<file path="src/common/mvx_params.svh">
// Purpose: named offsets, reset values and timing counts of the external data path
// Assumes: included by bare name from design and assertion files
// Notes: counts are in core clocks unless said otherwise
`ifndef MVX_PARAMS_SVH
`define MVX_PARAMS_SVH
`define MVX_OFF_PTR0_LO 8'h82
`define MVX_OFF_PTR0_HI 8'h83
`define MVX_OFF_PTR1_LO 8'h84
`define MVX_OFF_PTR1_HI 8'h85
`define MVX_OFF_SELECT 8'h86
`define MVX_OFF_CLKCTL 8'h8E
`define MVX_STRETCH_RESET 3'h1
`define MVX_SELECT_RESET 1'b0
`define MVX_PTR_RESET 16'h0000
`define MVX_BYTE_ZERO 8'h00
`define MVX_CLKS_PER_MC 6'h04
`define MVX_MIN_MC 6'h02
`define MVX_FAST_STROBE_START 6'h05
`define MVX_FAST_STROBE_CLKS 6'h02
`define MVX_SLOW_STROBE_START 6'h04
`define MVX_ALE_CLKS 6'h02
`define MVX_ADDR_DRIVE_CLKS 6'h03
`define MVX_CNT_FIRST 6'h00
`define MVX_CNT_STEP 6'h01
`endif

</file>
<file path="src/common/mvx_pkg.sv">
// Purpose: shared types of the external data move path
// Assumes: mvx_params.svh holds the offsets and counts; widths and state codes stand here
// Notes: sequencer states follow a gray path idle, addr, strobe, recov
package mvx_pkg;
    typedef logic [5:0] mvx_count_t;
    typedef logic [2:0] mvx_stretch_t;
    typedef logic [7:0] mvx_byte_t;
    typedef logic [15:0] mvx_addr_t;
    typedef enum logic [1:0]
    {
        mvx_st_idle = 2'b00,
        mvx_st_addr = 2'b01,
        mvx_st_strobe = 2'b11,
        mvx_st_recov = 2'b10
    } mvx_state_t;
endpackage : mvx_pkg

</file>
<file path="src/common/mvx_if.sv">
// Purpose: carriers between the top and its register and timing modules
// Assumes: one clock domain
// Notes: no clocking blocks
`timescale 1ns/1ns
interface mvx_reg_if;
    import mvx_pkg::*;
    mvx_byte_t sfr_addr;
    logic sfr_wr;
    mvx_byte_t sfr_wdata;
    mvx_byte_t sfr_rdata;
    logic [4:0] clkctl_upper;
    logic ptr_load;
    mvx_addr_t ptr_load_val;
    logic ptr_inc;
    mvx_addr_t active_ptr;
    mvx_stretch_t stretch;
    modport regs (input sfr_addr, sfr_wr, sfr_wdata, clkctl_upper, ptr_load, ptr_load_val,
                  ptr_inc, output sfr_rdata, active_ptr, stretch);
    modport core (output sfr_addr, sfr_wr, sfr_wdata, clkctl_upper, ptr_load, ptr_load_val,
                  ptr_inc, input sfr_rdata, active_ptr, stretch);
endinterface : mvx_reg_if

interface mvx_plan_if;
    import mvx_pkg::*;
    logic load;
    mvx_stretch_t stretch;
    mvx_count_t strobe_first;
    mvx_count_t strobe_last;
    mvx_count_t move_last;
    modport plan (input load, stretch, output strobe_first, strobe_last, move_last);
    modport core (output load, stretch, input strobe_first, strobe_last, move_last);
endinterface : mvx_plan_if

</file>
<file path="src/rtl/mvx_sfr_regs.sv">
// Purpose: data pointers, pointer select and stretch field with their register port
// Assumes: register port writes take effect at the clock edge, reads answer next cycle
// Notes: register writes win over pointer load and increment in the same cycle
`timescale 1ns/1ns
`include "mvx_params.svh"
module mvx_sfr_regs
(
    input wire logic clk_in,
    input wire logic rst_in,
    mvx_reg_if.regs rif
);
    import mvx_pkg::*;

    function automatic logic hit(input mvx_byte_t a, input mvx_byte_t off);
        hit = (a == off);
    endfunction : hit

    mvx_addr_t ptr_q [2];
    mvx_addr_t ptr_d [2];
    logic sel_q, sel_d;
    mvx_stretch_t stretch_q, stretch_d;
    mvx_byte_t rdata_q, rdata_d;

    always_comb
    begin
        ptr_d = ptr_q;
        sel_d = sel_q;
        stretch_d = stretch_q;
        if (rif.ptr_load)
            ptr_d[sel_q] = rif.ptr_load_val;
        else if (rif.ptr_inc)
            ptr_d[sel_q] = 16'(ptr_q[sel_q] + 16'h0001);
        if (rif.sfr_wr)
        begin
            if (hit(rif.sfr_addr, `MVX_OFF_PTR0_LO)) ptr_d[0][7:0] = rif.sfr_wdata;
            if (hit(rif.sfr_addr, `MVX_OFF_PTR0_HI)) ptr_d[0][15:8] = rif.sfr_wdata;
            if (hit(rif.sfr_addr, `MVX_OFF_PTR1_LO)) ptr_d[1][7:0] = rif.sfr_wdata;
            if (hit(rif.sfr_addr, `MVX_OFF_PTR1_HI)) ptr_d[1][15:8] = rif.sfr_wdata;
            // an increment of the select register lands here as value plus one
            if (hit(rif.sfr_addr, `MVX_OFF_SELECT)) sel_d = rif.sfr_wdata[0];
            // upper control bits stay with timer and watchdog logic
            if (hit(rif.sfr_addr, `MVX_OFF_CLKCTL)) stretch_d = rif.sfr_wdata[2:0];
        end
        rdata_d = `MVX_BYTE_ZERO;
        if (hit(rif.sfr_addr, `MVX_OFF_PTR0_LO)) rdata_d = ptr_q[0][7:0];
        if (hit(rif.sfr_addr, `MVX_OFF_PTR0_HI)) rdata_d = ptr_q[0][15:8];
        if (hit(rif.sfr_addr, `MVX_OFF_PTR1_LO)) rdata_d = ptr_q[1][7:0];
        if (hit(rif.sfr_addr, `MVX_OFF_PTR1_HI)) rdata_d = ptr_q[1][15:8];
        if (hit(rif.sfr_addr, `MVX_OFF_SELECT)) rdata_d = {7'h00, sel_q};
        if (hit(rif.sfr_addr, `MVX_OFF_CLKCTL)) rdata_d = {rif.clkctl_upper, stretch_q};
    end

    always_ff @(posedge clk_in or posedge rst_in)
    begin
        if (rst_in)
        begin
            ptr_q[0] <= `MVX_PTR_RESET;
            ptr_q[1] <= `MVX_PTR_RESET;
            sel_q <= `MVX_SELECT_RESET;
            stretch_q <= `MVX_STRETCH_RESET;
            rdata_q <= `MVX_BYTE_ZERO;
        end
        else
        begin
            ptr_q <= ptr_d;
            sel_q <= sel_d;
            stretch_q <= stretch_d;
            rdata_q <= rdata_d;
        end
    end

    assign rif.active_ptr = ptr_q[sel_q];
    assign rif.stretch = stretch_q;
    assign rif.sfr_rdata = rdata_q;
endmodule : mvx_sfr_regs

</file>
<file path="src/rtl/mvx_cycle_plan.sv">
// Purpose: turns a stretch value into strobe and move boundaries in clocks
// Assumes: load comes one cycle before the boundaries are first used
// Notes: values hold until the next load, so a mid-move rewrite has no effect
`timescale 1ns/1ns
`include "mvx_params.svh"
module mvx_cycle_plan
(
    input wire logic clk_in,
    input wire logic rst_in,
    mvx_plan_if.plan pif
);
    import mvx_pkg::*;

    mvx_count_t first_q, first_d, last_q, last_d, end_q, end_d;
    mvx_count_t s6;

    always_comb
    begin
        s6 = {3'h0, pif.stretch};
        first_d = first_q;
        last_d = last_q;
        end_d = end_q;
        if (pif.load)
        begin
            end_d = 6'(`MVX_CLKS_PER_MC * (s6 + `MVX_MIN_MC) - 6'h01);
            if (pif.stretch == 3'h0)
            begin
                first_d = `MVX_FAST_STROBE_START;
                last_d = 6'(`MVX_FAST_STROBE_START + `MVX_FAST_STROBE_CLKS - 6'h01);
            end
            else
            begin
                first_d = `MVX_SLOW_STROBE_START;
                last_d = 6'(`MVX_SLOW_STROBE_START + `MVX_CLKS_PER_MC * s6 - 6'h01);
            end
        end
    end

    always_ff @(posedge clk_in or posedge rst_in)
    begin
        if (rst_in)
        begin
            first_q <= `MVX_SLOW_STROBE_START;
            last_q <= 6'(`MVX_SLOW_STROBE_START + `MVX_CLKS_PER_MC - 6'h01);
            end_q <= 6'(`MVX_CLKS_PER_MC * (`MVX_MIN_MC + 6'h01) - 6'h01);
        end
        else
        begin
            first_q <= first_d;
            last_q <= last_d;
            end_q <= end_d;
        end
    end

    assign pif.strobe_first = first_q;
    assign pif.strobe_last = last_q;
    assign pif.move_last = end_q;
endmodule : mvx_cycle_plan

</file>
<file path="src/rtl/mvx_top.sv">
// Purpose: external data move sequencer with dual data pointers and stretch control
// Assumes: core inputs are synchronous to clk_in; one request per idle period
// Notes: program fetch timing lives elsewhere and never sees the stretch field
`timescale 1ns/1ns
`include "mvx_params.svh"
// Function
// - stretch value sits in bits 2 to 0 of the clock control register.
// - stretch zero gives a two machine cycle move, two clock strobe.
// - move lasts stretch plus two machine cycles, up to nine.
// - stretch one to seven gives a strobe of four clocks per step.
// - reset loads stretch one, giving three cycle moves.
// - nonzero stretch lengthens the strobe and all related bus timing; here ALE and address drive widths stay fixed.
// - stretch affects external data moves only, never program fetch.
// - software may rewrite stretch anytime; later moves use it.
// - first 16-bit pointer, low and high bytes at two consecutive offsets.
// - second 16-bit pointer with its own two byte offsets.
// - select register holds choice in bit 0; other bits read zero.
// - all pointer operations use the pointer the select bit names.
// - incrementing the select register toggles the active pointer.
// - reset clears the select bit, first pointer active.
// - one machine cycle is four clocks; counts scale by it.
// - low address multiplexed with data on one port, high on another.
module mvx_top
(
    input wire logic clk_in,
    input wire logic rst_in,
    input wire mvx_pkg::mvx_byte_t sfr_addr_in,
    input wire logic sfr_wr_in,
    input wire mvx_pkg::mvx_byte_t sfr_wdata_in,
    output mvx_pkg::mvx_byte_t sfr_rdata_out,
    input wire logic [4:0] clkctl_upper_in,
    input wire logic ptr_load_in,
    input wire mvx_pkg::mvx_addr_t ptr_load_val_in,
    input wire logic ptr_inc_in,
    input wire logic xmove_req_in,
    input wire logic xmove_write_in,
    input wire logic xmove_use_ri_in,
    input wire mvx_pkg::mvx_byte_t xmove_ri_addr_in,
    input wire mvx_pkg::mvx_byte_t xmove_page_in,
    input wire mvx_pkg::mvx_byte_t xmove_wdata_in,
    output logic xmove_busy_out,
    output logic xmove_done_out,
    output mvx_pkg::mvx_byte_t xmove_rdata_out,
    output mvx_pkg::mvx_stretch_t stretch_out,
    output logic ale_out,
    output logic rd_n_out,
    output logic wr_n_out,
    output mvx_pkg::mvx_byte_t low_address_data_port_out,
    output logic low_address_data_port_oe_n_out,
    input wire mvx_pkg::mvx_byte_t low_address_data_port_in,
    output mvx_pkg::mvx_byte_t high_address_port_out
);
    import mvx_pkg::*;

    // index window test, shared by the latch enable and the low port drive
    function automatic logic in_addr_window(input mvx_state_t st, input mvx_count_t c,
                                            input mvx_count_t lim);
        in_addr_window = (st == mvx_st_addr) && (c < lim);
    endfunction : in_addr_window

    // strobe decode, shared by the read and the write pin
    function automatic logic strobe_low(input mvx_state_t st, input logic is_write,
                                        input logic want_write);
        strobe_low = (st == mvx_st_strobe) && (is_write == want_write);
    endfunction : strobe_low

    mvx_reg_if rif();
    mvx_plan_if pif();

    // register file: pointers, select bit, stretch field
    assign rif.sfr_addr = sfr_addr_in;
    assign rif.sfr_wr = sfr_wr_in;
    assign rif.sfr_wdata = sfr_wdata_in;
    assign rif.clkctl_upper = clkctl_upper_in;
    assign rif.ptr_load = ptr_load_in;
    assign rif.ptr_load_val = ptr_load_val_in;
    assign rif.ptr_inc = ptr_inc_in;

    mvx_sfr_regs u_regs
    (
        .clk_in(clk_in),
        .rst_in(rst_in),
        .rif(rif)
    );

    mvx_cycle_plan u_plan
    (
        .clk_in(clk_in),
        .rst_in(rst_in),
        .pif(pif)
    );

    assign sfr_rdata_out = rif.sfr_rdata;
    assign stretch_out = rif.stretch;

    // request acceptance: a request while a move runs is dropped, not queued
    mvx_state_t state_q, state_d;
    mvx_count_t cnt_q, cnt_d;
    logic accept;
    assign accept = xmove_req_in && (state_q == mvx_st_idle);

    // stretch is sampled once per move, when the request is taken
    assign pif.load = accept;
    assign pif.stretch = rif.stretch;

    // capture group: address, direction and write data held for the move
    // the pointer is read as it stands, so a load in the accepting cycle is not seen
    mvx_addr_t addr_q, addr_d;
    mvx_byte_t wdata_q, wdata_d;
    logic write_q, write_d;

    always_comb
    begin
        addr_d = addr_q;
        wdata_d = wdata_q;
        write_d = write_q;
        if (accept)
        begin
            if (xmove_use_ri_in)
                addr_d = {xmove_page_in, xmove_ri_addr_in};
            else
                addr_d = rif.active_ptr;
            wdata_d = xmove_wdata_in;
            write_d = xmove_write_in;
        end
    end

    always_ff @(posedge clk_in or posedge rst_in)
    begin
        if (rst_in)
        begin
            addr_q <= `MVX_PTR_RESET;
            wdata_q <= `MVX_BYTE_ZERO;
            write_q <= 1'b0;
        end
        else
        begin
            addr_q <= addr_d;
            wdata_q <= wdata_d;
            write_q <= write_d;
        end
    end

    // sequencer group: clock index within the move and phase
    logic done_d;
    logic at_end;

    always_comb
    begin
        state_d = state_q;
        cnt_d = cnt_q;
        done_d = 1'b0;
        at_end = (cnt_q == pif.move_last);
        case (state_q)
            mvx_st_idle:
            begin
                if (accept)
                begin
                    state_d = mvx_st_addr;
                    cnt_d = `MVX_CNT_FIRST;
                end
            end
            mvx_st_addr, mvx_st_strobe, mvx_st_recov:
            begin
                if (at_end)
                begin
                    state_d = mvx_st_idle;
                    cnt_d = `MVX_CNT_FIRST;
                    done_d = 1'b1;
                end
                else
                begin
                    cnt_d = 6'(cnt_q + `MVX_CNT_STEP);
                    if (cnt_d < pif.strobe_first)
                        state_d = mvx_st_addr;
                    else if (cnt_d <= pif.strobe_last)
                        state_d = mvx_st_strobe;
                    else
                        state_d = mvx_st_recov;
                end
            end
            default:
            begin
                state_d = mvx_st_idle;
                cnt_d = `MVX_CNT_FIRST;
            end
        endcase
    end

    always_ff @(posedge clk_in or posedge rst_in)
    begin
        if (rst_in)
        begin
            state_q <= mvx_st_idle;
            cnt_q <= `MVX_CNT_FIRST;
            xmove_done_out <= 1'b0;
        end
        else
        begin
            state_q <= state_d;
            cnt_q <= cnt_d;
            xmove_done_out <= done_d;
        end
    end

    // read capture group: the port byte is taken in the last strobe clock,
    // while the part still drives it, and held until the next read
    mvx_byte_t rdata_d;
    logic rd_take;

    always_comb
    begin
        rd_take = (state_q == mvx_st_strobe) && (cnt_q == pif.strobe_last) && !write_q;
        rdata_d = xmove_rdata_out;
        if (rd_take)
            rdata_d = low_address_data_port_in;
    end

    always_ff @(posedge clk_in or posedge rst_in)
    begin
        if (rst_in)
            xmove_rdata_out <= `MVX_BYTE_ZERO;
        else
            xmove_rdata_out <= rdata_d;
    end

    // control pin group: every pin is the registered image of the next phase,
    // so the pins line up with state_q and never glitch
    logic ale_d, rd_n_d, wr_n_d, busy_d;
    mvx_addr_t next_addr;
    logic next_write;

    always_comb
    begin
        next_addr = addr_q;
        next_write = write_q;
        if (accept)
        begin
            next_addr = addr_d;
            next_write = write_d;
        end
        busy_d = (state_d != mvx_st_idle);
        ale_d = in_addr_window(state_d, cnt_d, `MVX_ALE_CLKS);
        rd_n_d = !strobe_low(state_d, next_write, 1'b0);
        wr_n_d = !strobe_low(state_d, next_write, 1'b1);
    end

    always_ff @(posedge clk_in or posedge rst_in)
    begin
        if (rst_in)
        begin
            ale_out <= 1'b0;
            rd_n_out <= 1'b1;
            wr_n_out <= 1'b1;
            xmove_busy_out <= 1'b0;
        end
        else
        begin
            ale_out <= ale_d;
            rd_n_out <= rd_n_d;
            wr_n_out <= wr_n_d;
            xmove_busy_out <= busy_d;
        end
    end

    // port group: low port carries address then write data, high port the high address byte
    logic oe_n_d;
    mvx_byte_t p0_d, p2_d;
    logic addr_phase, data_phase;

    always_comb
    begin
        addr_phase = in_addr_window(state_d, cnt_d, `MVX_ADDR_DRIVE_CLKS);
        // write data held one clock past the strobe for hold time
        data_phase = busy_d && next_write && !addr_phase &&
                     (cnt_d <= 6'(pif.strobe_last + `MVX_CNT_STEP));
        oe_n_d = !(addr_phase || data_phase);
        p0_d = low_address_data_port_out;
        if (addr_phase)
            p0_d = next_addr[7:0];
        else if (data_phase)
            p0_d = wdata_q;
        // high byte stays out for the whole move, then holds
        p2_d = high_address_port_out;
        if (busy_d)
            p2_d = next_addr[15:8];
    end

    always_ff @(posedge clk_in or posedge rst_in)
    begin
        if (rst_in)
        begin
            low_address_data_port_oe_n_out <= 1'b1;
            low_address_data_port_out <= `MVX_BYTE_ZERO;
            high_address_port_out <= `MVX_BYTE_ZERO;
        end
        else
        begin
            low_address_data_port_oe_n_out <= oe_n_d;
            low_address_data_port_out <= p0_d;
            high_address_port_out <= p2_d;
        end
    end
endmodule : mvx_top

</file>
<file path="config.mk">
export PLATFORM = sky130hd
export DESIGN_NAME = mvx_top
export DESIGN_NICKNAME = d
export VERILOG_FILES = /design/src/common/mvx_pkg.sv /design/src/common/mvx_if.sv /design/src/rtl/mvx_sfr_regs.sv /design/src/rtl/mvx_cycle_plan.sv /design/src/rtl/mvx_top.sv
export VERILOG_INCLUDE_DIRS = /design/src /design/src/common
export SDC_FILE = /design/constraint.sdc
export NUM_CORES = 1
export LEC_CHECK = 0
export BUFFER_PORTS_ARGS = -buffer_cell sky130_fd_sc_hd__buf_2
export CORE_ASPECT_RATIO = 0.8
export CORE_MARGIN = 2
export CORE_UTILIZATION = 53
export CTS_CLUSTER_DIAMETER = 60
export DETAILED_ROUTE_END_ITERATION = 8
export PLACE_DENSITY = 0.88
export REMOVE_ABC_BUFFERS = 1
export SLEW_MARGIN = 25
export SYNTH_ARGS = -nofsm -noshare
export SYNTH_HDL_FRONTEND = slang
export SYNTH_SLANG_ARGS = --single-unit
</file>
<file path="constraint.sdc">
create_clock -name clk_in -period 6.95 [get_ports clk_in]
set_clock_uncertainty 0.15 [all_clocks]
set_input_delay 1.0425 -clock clk_in [delete_from_list [all_inputs] [get_ports clk_in]]
set_output_delay 1.0425 -clock clk_in [all_outputs]
set_load 0.03 [all_outputs]
</file>
# Word level (Yosys, flattened, before mapping)
# Cells that the tools add are included.
[totals] out_inout_bits=41 wordCells=114 latchBits=0 memories=0 romBits=0 ram_bits=0 reg_bits=125
[classes] order_cmp=7 n_bitwise=2 addsub=7 reduce_logical=24 mul=0 div=0 shift=0 eq_ne=13 n_mux=39
[op_table] operator="$mux 16" count=7
[op_table] operator="$mux 32" count=3
[op_table] operator="$mux 8" count=12
[op_table] operator="$bwmux 32" count=2
[op_table] operator="$eq 8x8->1 const B" count=6
[op_table] operator="$mux 6" count=3
[op_table] operator="$add 16x1->16 const B" count=1
[op_table] operator="$demux 16 s1" count=1
[op_table] operator="$add 6x1->6 const B" count=2
[op_table] operator="$eq 6x6->1" count=2
[op_table] operator="$le 6x6->1" count=2
[op_table] operator="$lt 6x2->1 const B" count=2
[op_table] operator="$pmux 6 s2" count=1
[op_table] operator="$sub 6x1->6 const B" count=2
[op_table] operator="$logic_and 1x1->1" count=11
[op_table] operator="$add 3x5->6 const A" count=1
[op_table] operator="$eq 2x2->1 const B" count=3
[op_table] operator="$lt 6x6->1" count=1
[op_table] operator="$mux 1" count=6
[op_table] operator="$mux 2" count=3
[op_table] operator="$logic_not 1->1" count=5
[op_table] operator="$add 3x2->4 const B" count=1
[op_table] operator="$eq 2x1->1 const B" count=2
[op_table] operator="$pmux 2 s2" count=1
[op_table] operator="other kinds (10)" count=12

# Longest topological paths before layout
[logic_depth] word_depth=13 ltp_mapped=14

# By module
# Synthesis repeated with hierarchy kept, for this count alone.
[unflattened] cells_unflattened=750 area_unflattened_um2=7553.5
[modules_own_cells] module="mvx_sfr_regs" instances=1 seq_area_each_um2=1102.3 cells_per_inst=407 area_per_inst_um2=3617.2
[modules_own_cells] module="mvx_top" instances=1 seq_area_each_um2=1580.3 cells_per_inst=296 area_per_inst_um2=3424.5
[modules_own_cells] module="mvx_cycle_plan" instances=1 seq_area_each_um2=229.0 cells_per_inst=47 area_per_inst_um2=511.7

# Worst setup path before layout
# OpenSTA, ideal clock, no wires.
[synth_path] path_kind="input to register" start="input port xmove_req_in" end="register low_address_data_port_out[0]" t_arrival_ps=3450 required_ps=6675 slack_ps=3226 cell_stages=11 path_buffers=0 cell_sequence="nor3_1 -> a21o_1 -> nand2_1 -> o31ai_1 -> ha_1 -> nand4_1 -> o21bai_1 -> a21oi_1 -> nor4b_4 -> mux2_1 -> mux2_2"
[synth_between] elab_chain_cells=9
[synth_lines] item="from (decl)" line="mvx_top.sv:35" source="input wire logic xmove_req_in,"
[synth_lines] item="$logic_and 1x1->1 *" line="mvx_top.sv:100" source="assign accept = xmove_req_in && (state_q == mvx_st_idle);"
[synth_lines] item="$mux 6 *" line="mvx_top.sv:157" source="if (accept)"
[synth_lines] item="$pmux 6 s2 *" line="mvx_top.sv:154" source="case (state_q)"
[synth_lines] item="via cnt_d[3]" line="mvx_top.sv:98" source="mvx_count_t cnt_q, cnt_d;"
[synth_lines] item="$lt 6x2->1" line="mvx_top.sv:58" source="in_addr_window = (st == mvx_st_addr) && (c < lim);"
[synth_lines] item="$logic_and 1x1->1" line="mvx_top.sv:58"
[synth_lines] item="$logic_not 1->1" line="mvx_top.sv:275" source="data_phase = busy_d && next_write && !addr_phase &&"
[synth_lines] item="$logic_and 1x1->1 (2 in series)" line="mvx_top.sv:275"
[synth_lines] item="$reduce_bool 2->1 (no line)"
[synth_lines] item="to (signal assigned)" line="mvx_top.sv:294" source="low_address_data_port_out <= `MVX_BYTE_ZERO;"
[synth_lines] item="to (signal assigned)" line="mvx_top.sv:300" source="low_address_data_port_out <= p0_d;"
[synth_lines] item="to (decl)" line="mvx_top.sv:48" source="output mvx_pkg::mvx_byte_t low_address_data_port_out,"
# The timed path passes the listed nets; every way through them passes the cells marked *.
# A chain may end at the register's enable or synchronous reset.

# Final worst setup path
[layout_path] start="register cnt_q[0]" end="register low_address_data_port_out[6]"
[layout_lines] item="from (decl)" line="mvx_top.sv:98"
[layout_lines] item="from (signal assigned)" line="mvx_top.sv:195" source="cnt_q <= `MVX_CNT_FIRST;"
[layout_lines] item="from (signal assigned)" line="mvx_top.sv:201" source="cnt_q <= cnt_d;"
[layout_lines] item="$add 6x1->6 (no line) or $eq 6x6->1 (tied branches)"
[layout_lines] item="$mux 6 *" line="mvx_top.sv:165" source="if (at_end)"
[layout_lines] item="$pmux 6 s2 *" line="mvx_top.sv:154"
[layout_lines] item="via cnt_d[3]" line="mvx_top.sv:98"
[layout_lines] item="$lt 6x2->1" line="mvx_top.sv:58"
[layout_lines] item="$logic_and 1x1->1" line="mvx_top.sv:58"
[layout_lines] item="$logic_not 1->1" line="mvx_top.sv:275"
[layout_lines] item="$logic_and 1x1->1 (2 in series)" line="mvx_top.sv:275"
[layout_lines] item="$reduce_bool 2->1 (no line)"
# Marks and branches as above.

==> flow_summary_export.csv <==
group,metric,value,unit
run_status,outcome,"complete, no violations",
grt,grt_antenna_before_repair,1,
pwr,clock_power_share,0.283,
timing,max-slew-margin-rel,0.398,
layout,fillerInstances,1041,
critical_path,critPathLaunchType,"flip-flop",
logic_synthesis,synth-seq-cells,116,
pwr,powerDensity,397,nW/um^2
routing,drtIter0Drc,759,
timing,rsz0062_at_grt,"false",
layout,drive_above_1_share,0.241,
routing,vias,6263,
placement,place.gp.congestion,0.966,
die,fp.dieH,106,microns
timing,finalCriticalPeriod,4090,ps
routing,drtAntennaViolNets,0,
critical_path,crit_path_end_kind,"flip-flop",
placement,dp.final_hpwl,12900,microns
clocking,cts_max_level,4,
logic_synthesis,ys_types,63,
placement,placedCellCount,1002,
clocking,numCtsBuffers,17,
routing,routed_wl,18800,microns
critical_path,worstSetupPathType,"reg2reg",
die,initial_utilization,0.538,
grt,grt_pass1_wl,30400,microns
die,dieArea,13900,sq um
die,die_w,131,microns
critical_path,crit_arrival,4250,ps
pwr,p_seq_frac,0.338,
layout,multi_input_area,3710,sq um
routing,drcViolationCount,0,
grt,grtUsageTotal,0.277,
pwr,pwr-share-comb,0.380,
clocking,cts_buffer_depth,2,
grt,grt_max_degree,76,
logic_synthesis,synthTopCellsByCount,"134 x nand2_1, 109 x dfrtp_1, 46 x o21ai_0",
logic_synthesis,async_reset_ff_frac,1.00,
clocking,post_cts_buffers,0,
logic_synthesis,syn_area_per_cell,9.20,sq um
timing,period_share,0.588,
timing,hold_violations,0,
timing,tightest_slew,902,ps
layout,fin_cells,1034,
min_path,hold_class,"reg2reg",
pwr,p_int,1.98,mW
layout,area_growth,18.7,%
clocking,cts.repair.resized,0,
critical_path,cp.required,7110,ps
logic_synthesis,yosys_warnings,0,
logic_synthesis,synth_area,6870,sq um
pwr,p_switching,1.25,mW
die,num_io_pins,118,
routing,vias_per_cell,6.06,
logic_synthesis,seq_area_frac_synth,0.424,
pwr,netSwitchingFraction,0.387,
logic_synthesis,synth_edf_count,0,
placement,dp_slack,2670,ps
timing,setup_viol,0,
timing,final.setup.tns,0,ps
timing,fmax,0.245,GHz
clocking,cts_tree,"done",
logic_synthesis,synth_largest_area_cell,"dfrtp_1",
clocking,clk_latency,430,ps
timing,holdWs,308,ps
critical_path,crit_fanout,12,
run,max_cap_viol_count,0,
grt,gr-total-overflow,0,
pwr,power.leakage,3.81,nW
pwr,ir_drop,220,uV
logic_synthesis,yosysMostFrequentCell,"nand2_1",
clocking,root_buffer,"clkbuf_16",
routing,dr.pass1.iters,5,
die,fp.coreArea,12800,sq um
routing,avgRoutedWirePerCell,18.2,microns
timing,maxSlewViolCount,0,
clocking,path_clk_slew,60,ps
clocking,postCtsHoldBufs,0,
timing,setup_slack,2860,ps
logic_synthesis,post-synth-top-area-fraction,0.397,
clocking,cts.sinks,116,
die,row_count,37,
layout,num_antenna_cells,0,
logic_synthesis,syn_inst,747,
grt,grt_pass1_vias,5842,
logic_synthesis,synth_area_leaders,"dfrtp_1 40%, nand2_1 7.3%, mux2i_1 6.0%",
logic_synthesis,ys.flop_type,"dfrtp_1",
layout,seq_area,2910,sq um
layout,nNetsFinal,940,
placement,io_buffers,117,
[power by group through the flow]
stage	logic [mW]	clock network, mW	registers [mW]
floorplan	0.769	0	1.17
global placement	1.16	0	1.08
detailed placement	1.20	0	1.09
CTS	1.22	0.916	1.08
global route	1.35	0.947	1.11
finish	1.23	0.914	1.09
[cell type report]
type                    instances  area share
well taps                     175      0.0269
clock inverters                14      0.0213
repair buffers                123      0.0773
inverters                      17     0.00813
multi-input cells             571       0.455
clock buffers                  18      0.0539
flip-flops and latches        116       0.357
[registers in the layout (all words and copies together), names as in the netlist, named ones only]
signal and cells:
cnt_q 6, u_plan.pif.strobe_last 4, u_plan.pif.strobe_first 1, xmove_done_out 1, low_address_data_port_oe_n_out 1, u_regs.ptr_q 32
rd_n_out 1, ale_out 1, u_plan.pif.move_last 4, addr_q 16, xmove_rdata_out 8, xmove_busy_out 1
state_q 2, low_address_data_port_out 8, high_address_port_out 8, u_regs.sel_q 1, wdata_q 8, u_regs.rif.stretch 3
wr_n_out 1, u_regs.rif.sfr_rdata 8
[cells in the final DEF, fill, tap and decap left out, types with 8 or more instances in the layout]
cell type / count
nand2_1: 134
buf_2: 117
dfrtp_1: 108
o21ai_0: 46
nor2_1: 45
mux2i_1: 41
a21oi_1: 32
mux2_2: 29
nand3_1: 29
ha_1: 17
clkbuf_16: 17
inv_1: 16
nor2b_1: 15
a31oi_1: 15
xor2_1: 14
xnor2_1: 14
o22ai_1: 12
o211ai_1: 11
a22o_1: 10
and3_1: 9
nand2b_1: 9
nand3b_1: 9
mux2_1: 8
[worst max-delay path, stage by stage, from the launching register on]
cell,delay [ps]
dfrtp_1,510
ha_1,410
and3_1,230
or2_2,330
o31ai_1,390
ha_1,330
nand4_1,120
o21bai_1,110
a21oi_1,120
nor4b_4,610
mux2_1,390
mux2_2,270
[per-stage QoR]
stage / instance area [sq um] / power (mW) / util
3_3_place_gp: 7530 / 2.24 / 0.589
5_1_grt: 8150 / 3.41 / 0.638
4_1_cts: 8140 / 3.21 / 0.637
6_report: 8150 / 3.23 / 0.638
3_5_place_dp: 7530 / 2.28 / 0.589
2_1_floorplan: 6680 / 1.94 / -
[kinds of logic after synthesis]
| kind of cell | share of synthesized area |
|---|---|
| simple gates | 0.201 |
| compound gates | 0.146 |
| flops | 0.424 |
| mux | 0.120 |
| buf+inv | 0.0372 |
| xor+xnor | 0.0404 |
| fa+ha+maj | 0.0310 |
[routing by layer]
layer / GRT usage / up-vias / part of all wire
met5: 0 / - / 0
met4: 0.0823 / 0 / 0.022
met3: 0.0765 / 62 / 0.11
met2: 0.423 / 396 / 0.43
met1: 0.388 / 2956 / 0.43
li1: - / 2849 / -
[path summary, 6_finish.rpt]
path	start	cells past startpoint	slack (ps)	end
max	cnt_q[0]	11	2860	low_address_data_port_out[6]
min	addr_q[9]	2	310	addr_q[9]
max reg2reg	cnt_q[0]	11	2860	low_address_data_port_out[6]
min reg2reg	addr_q[9]	2	310	addr_q[9]
max in group asynchronous	rst_in	3	4760	u_regs.sel_q
min in group asynchronous	rst_in	2	520	high_address_port_out[7]
(Power assumes the default switching activity.)
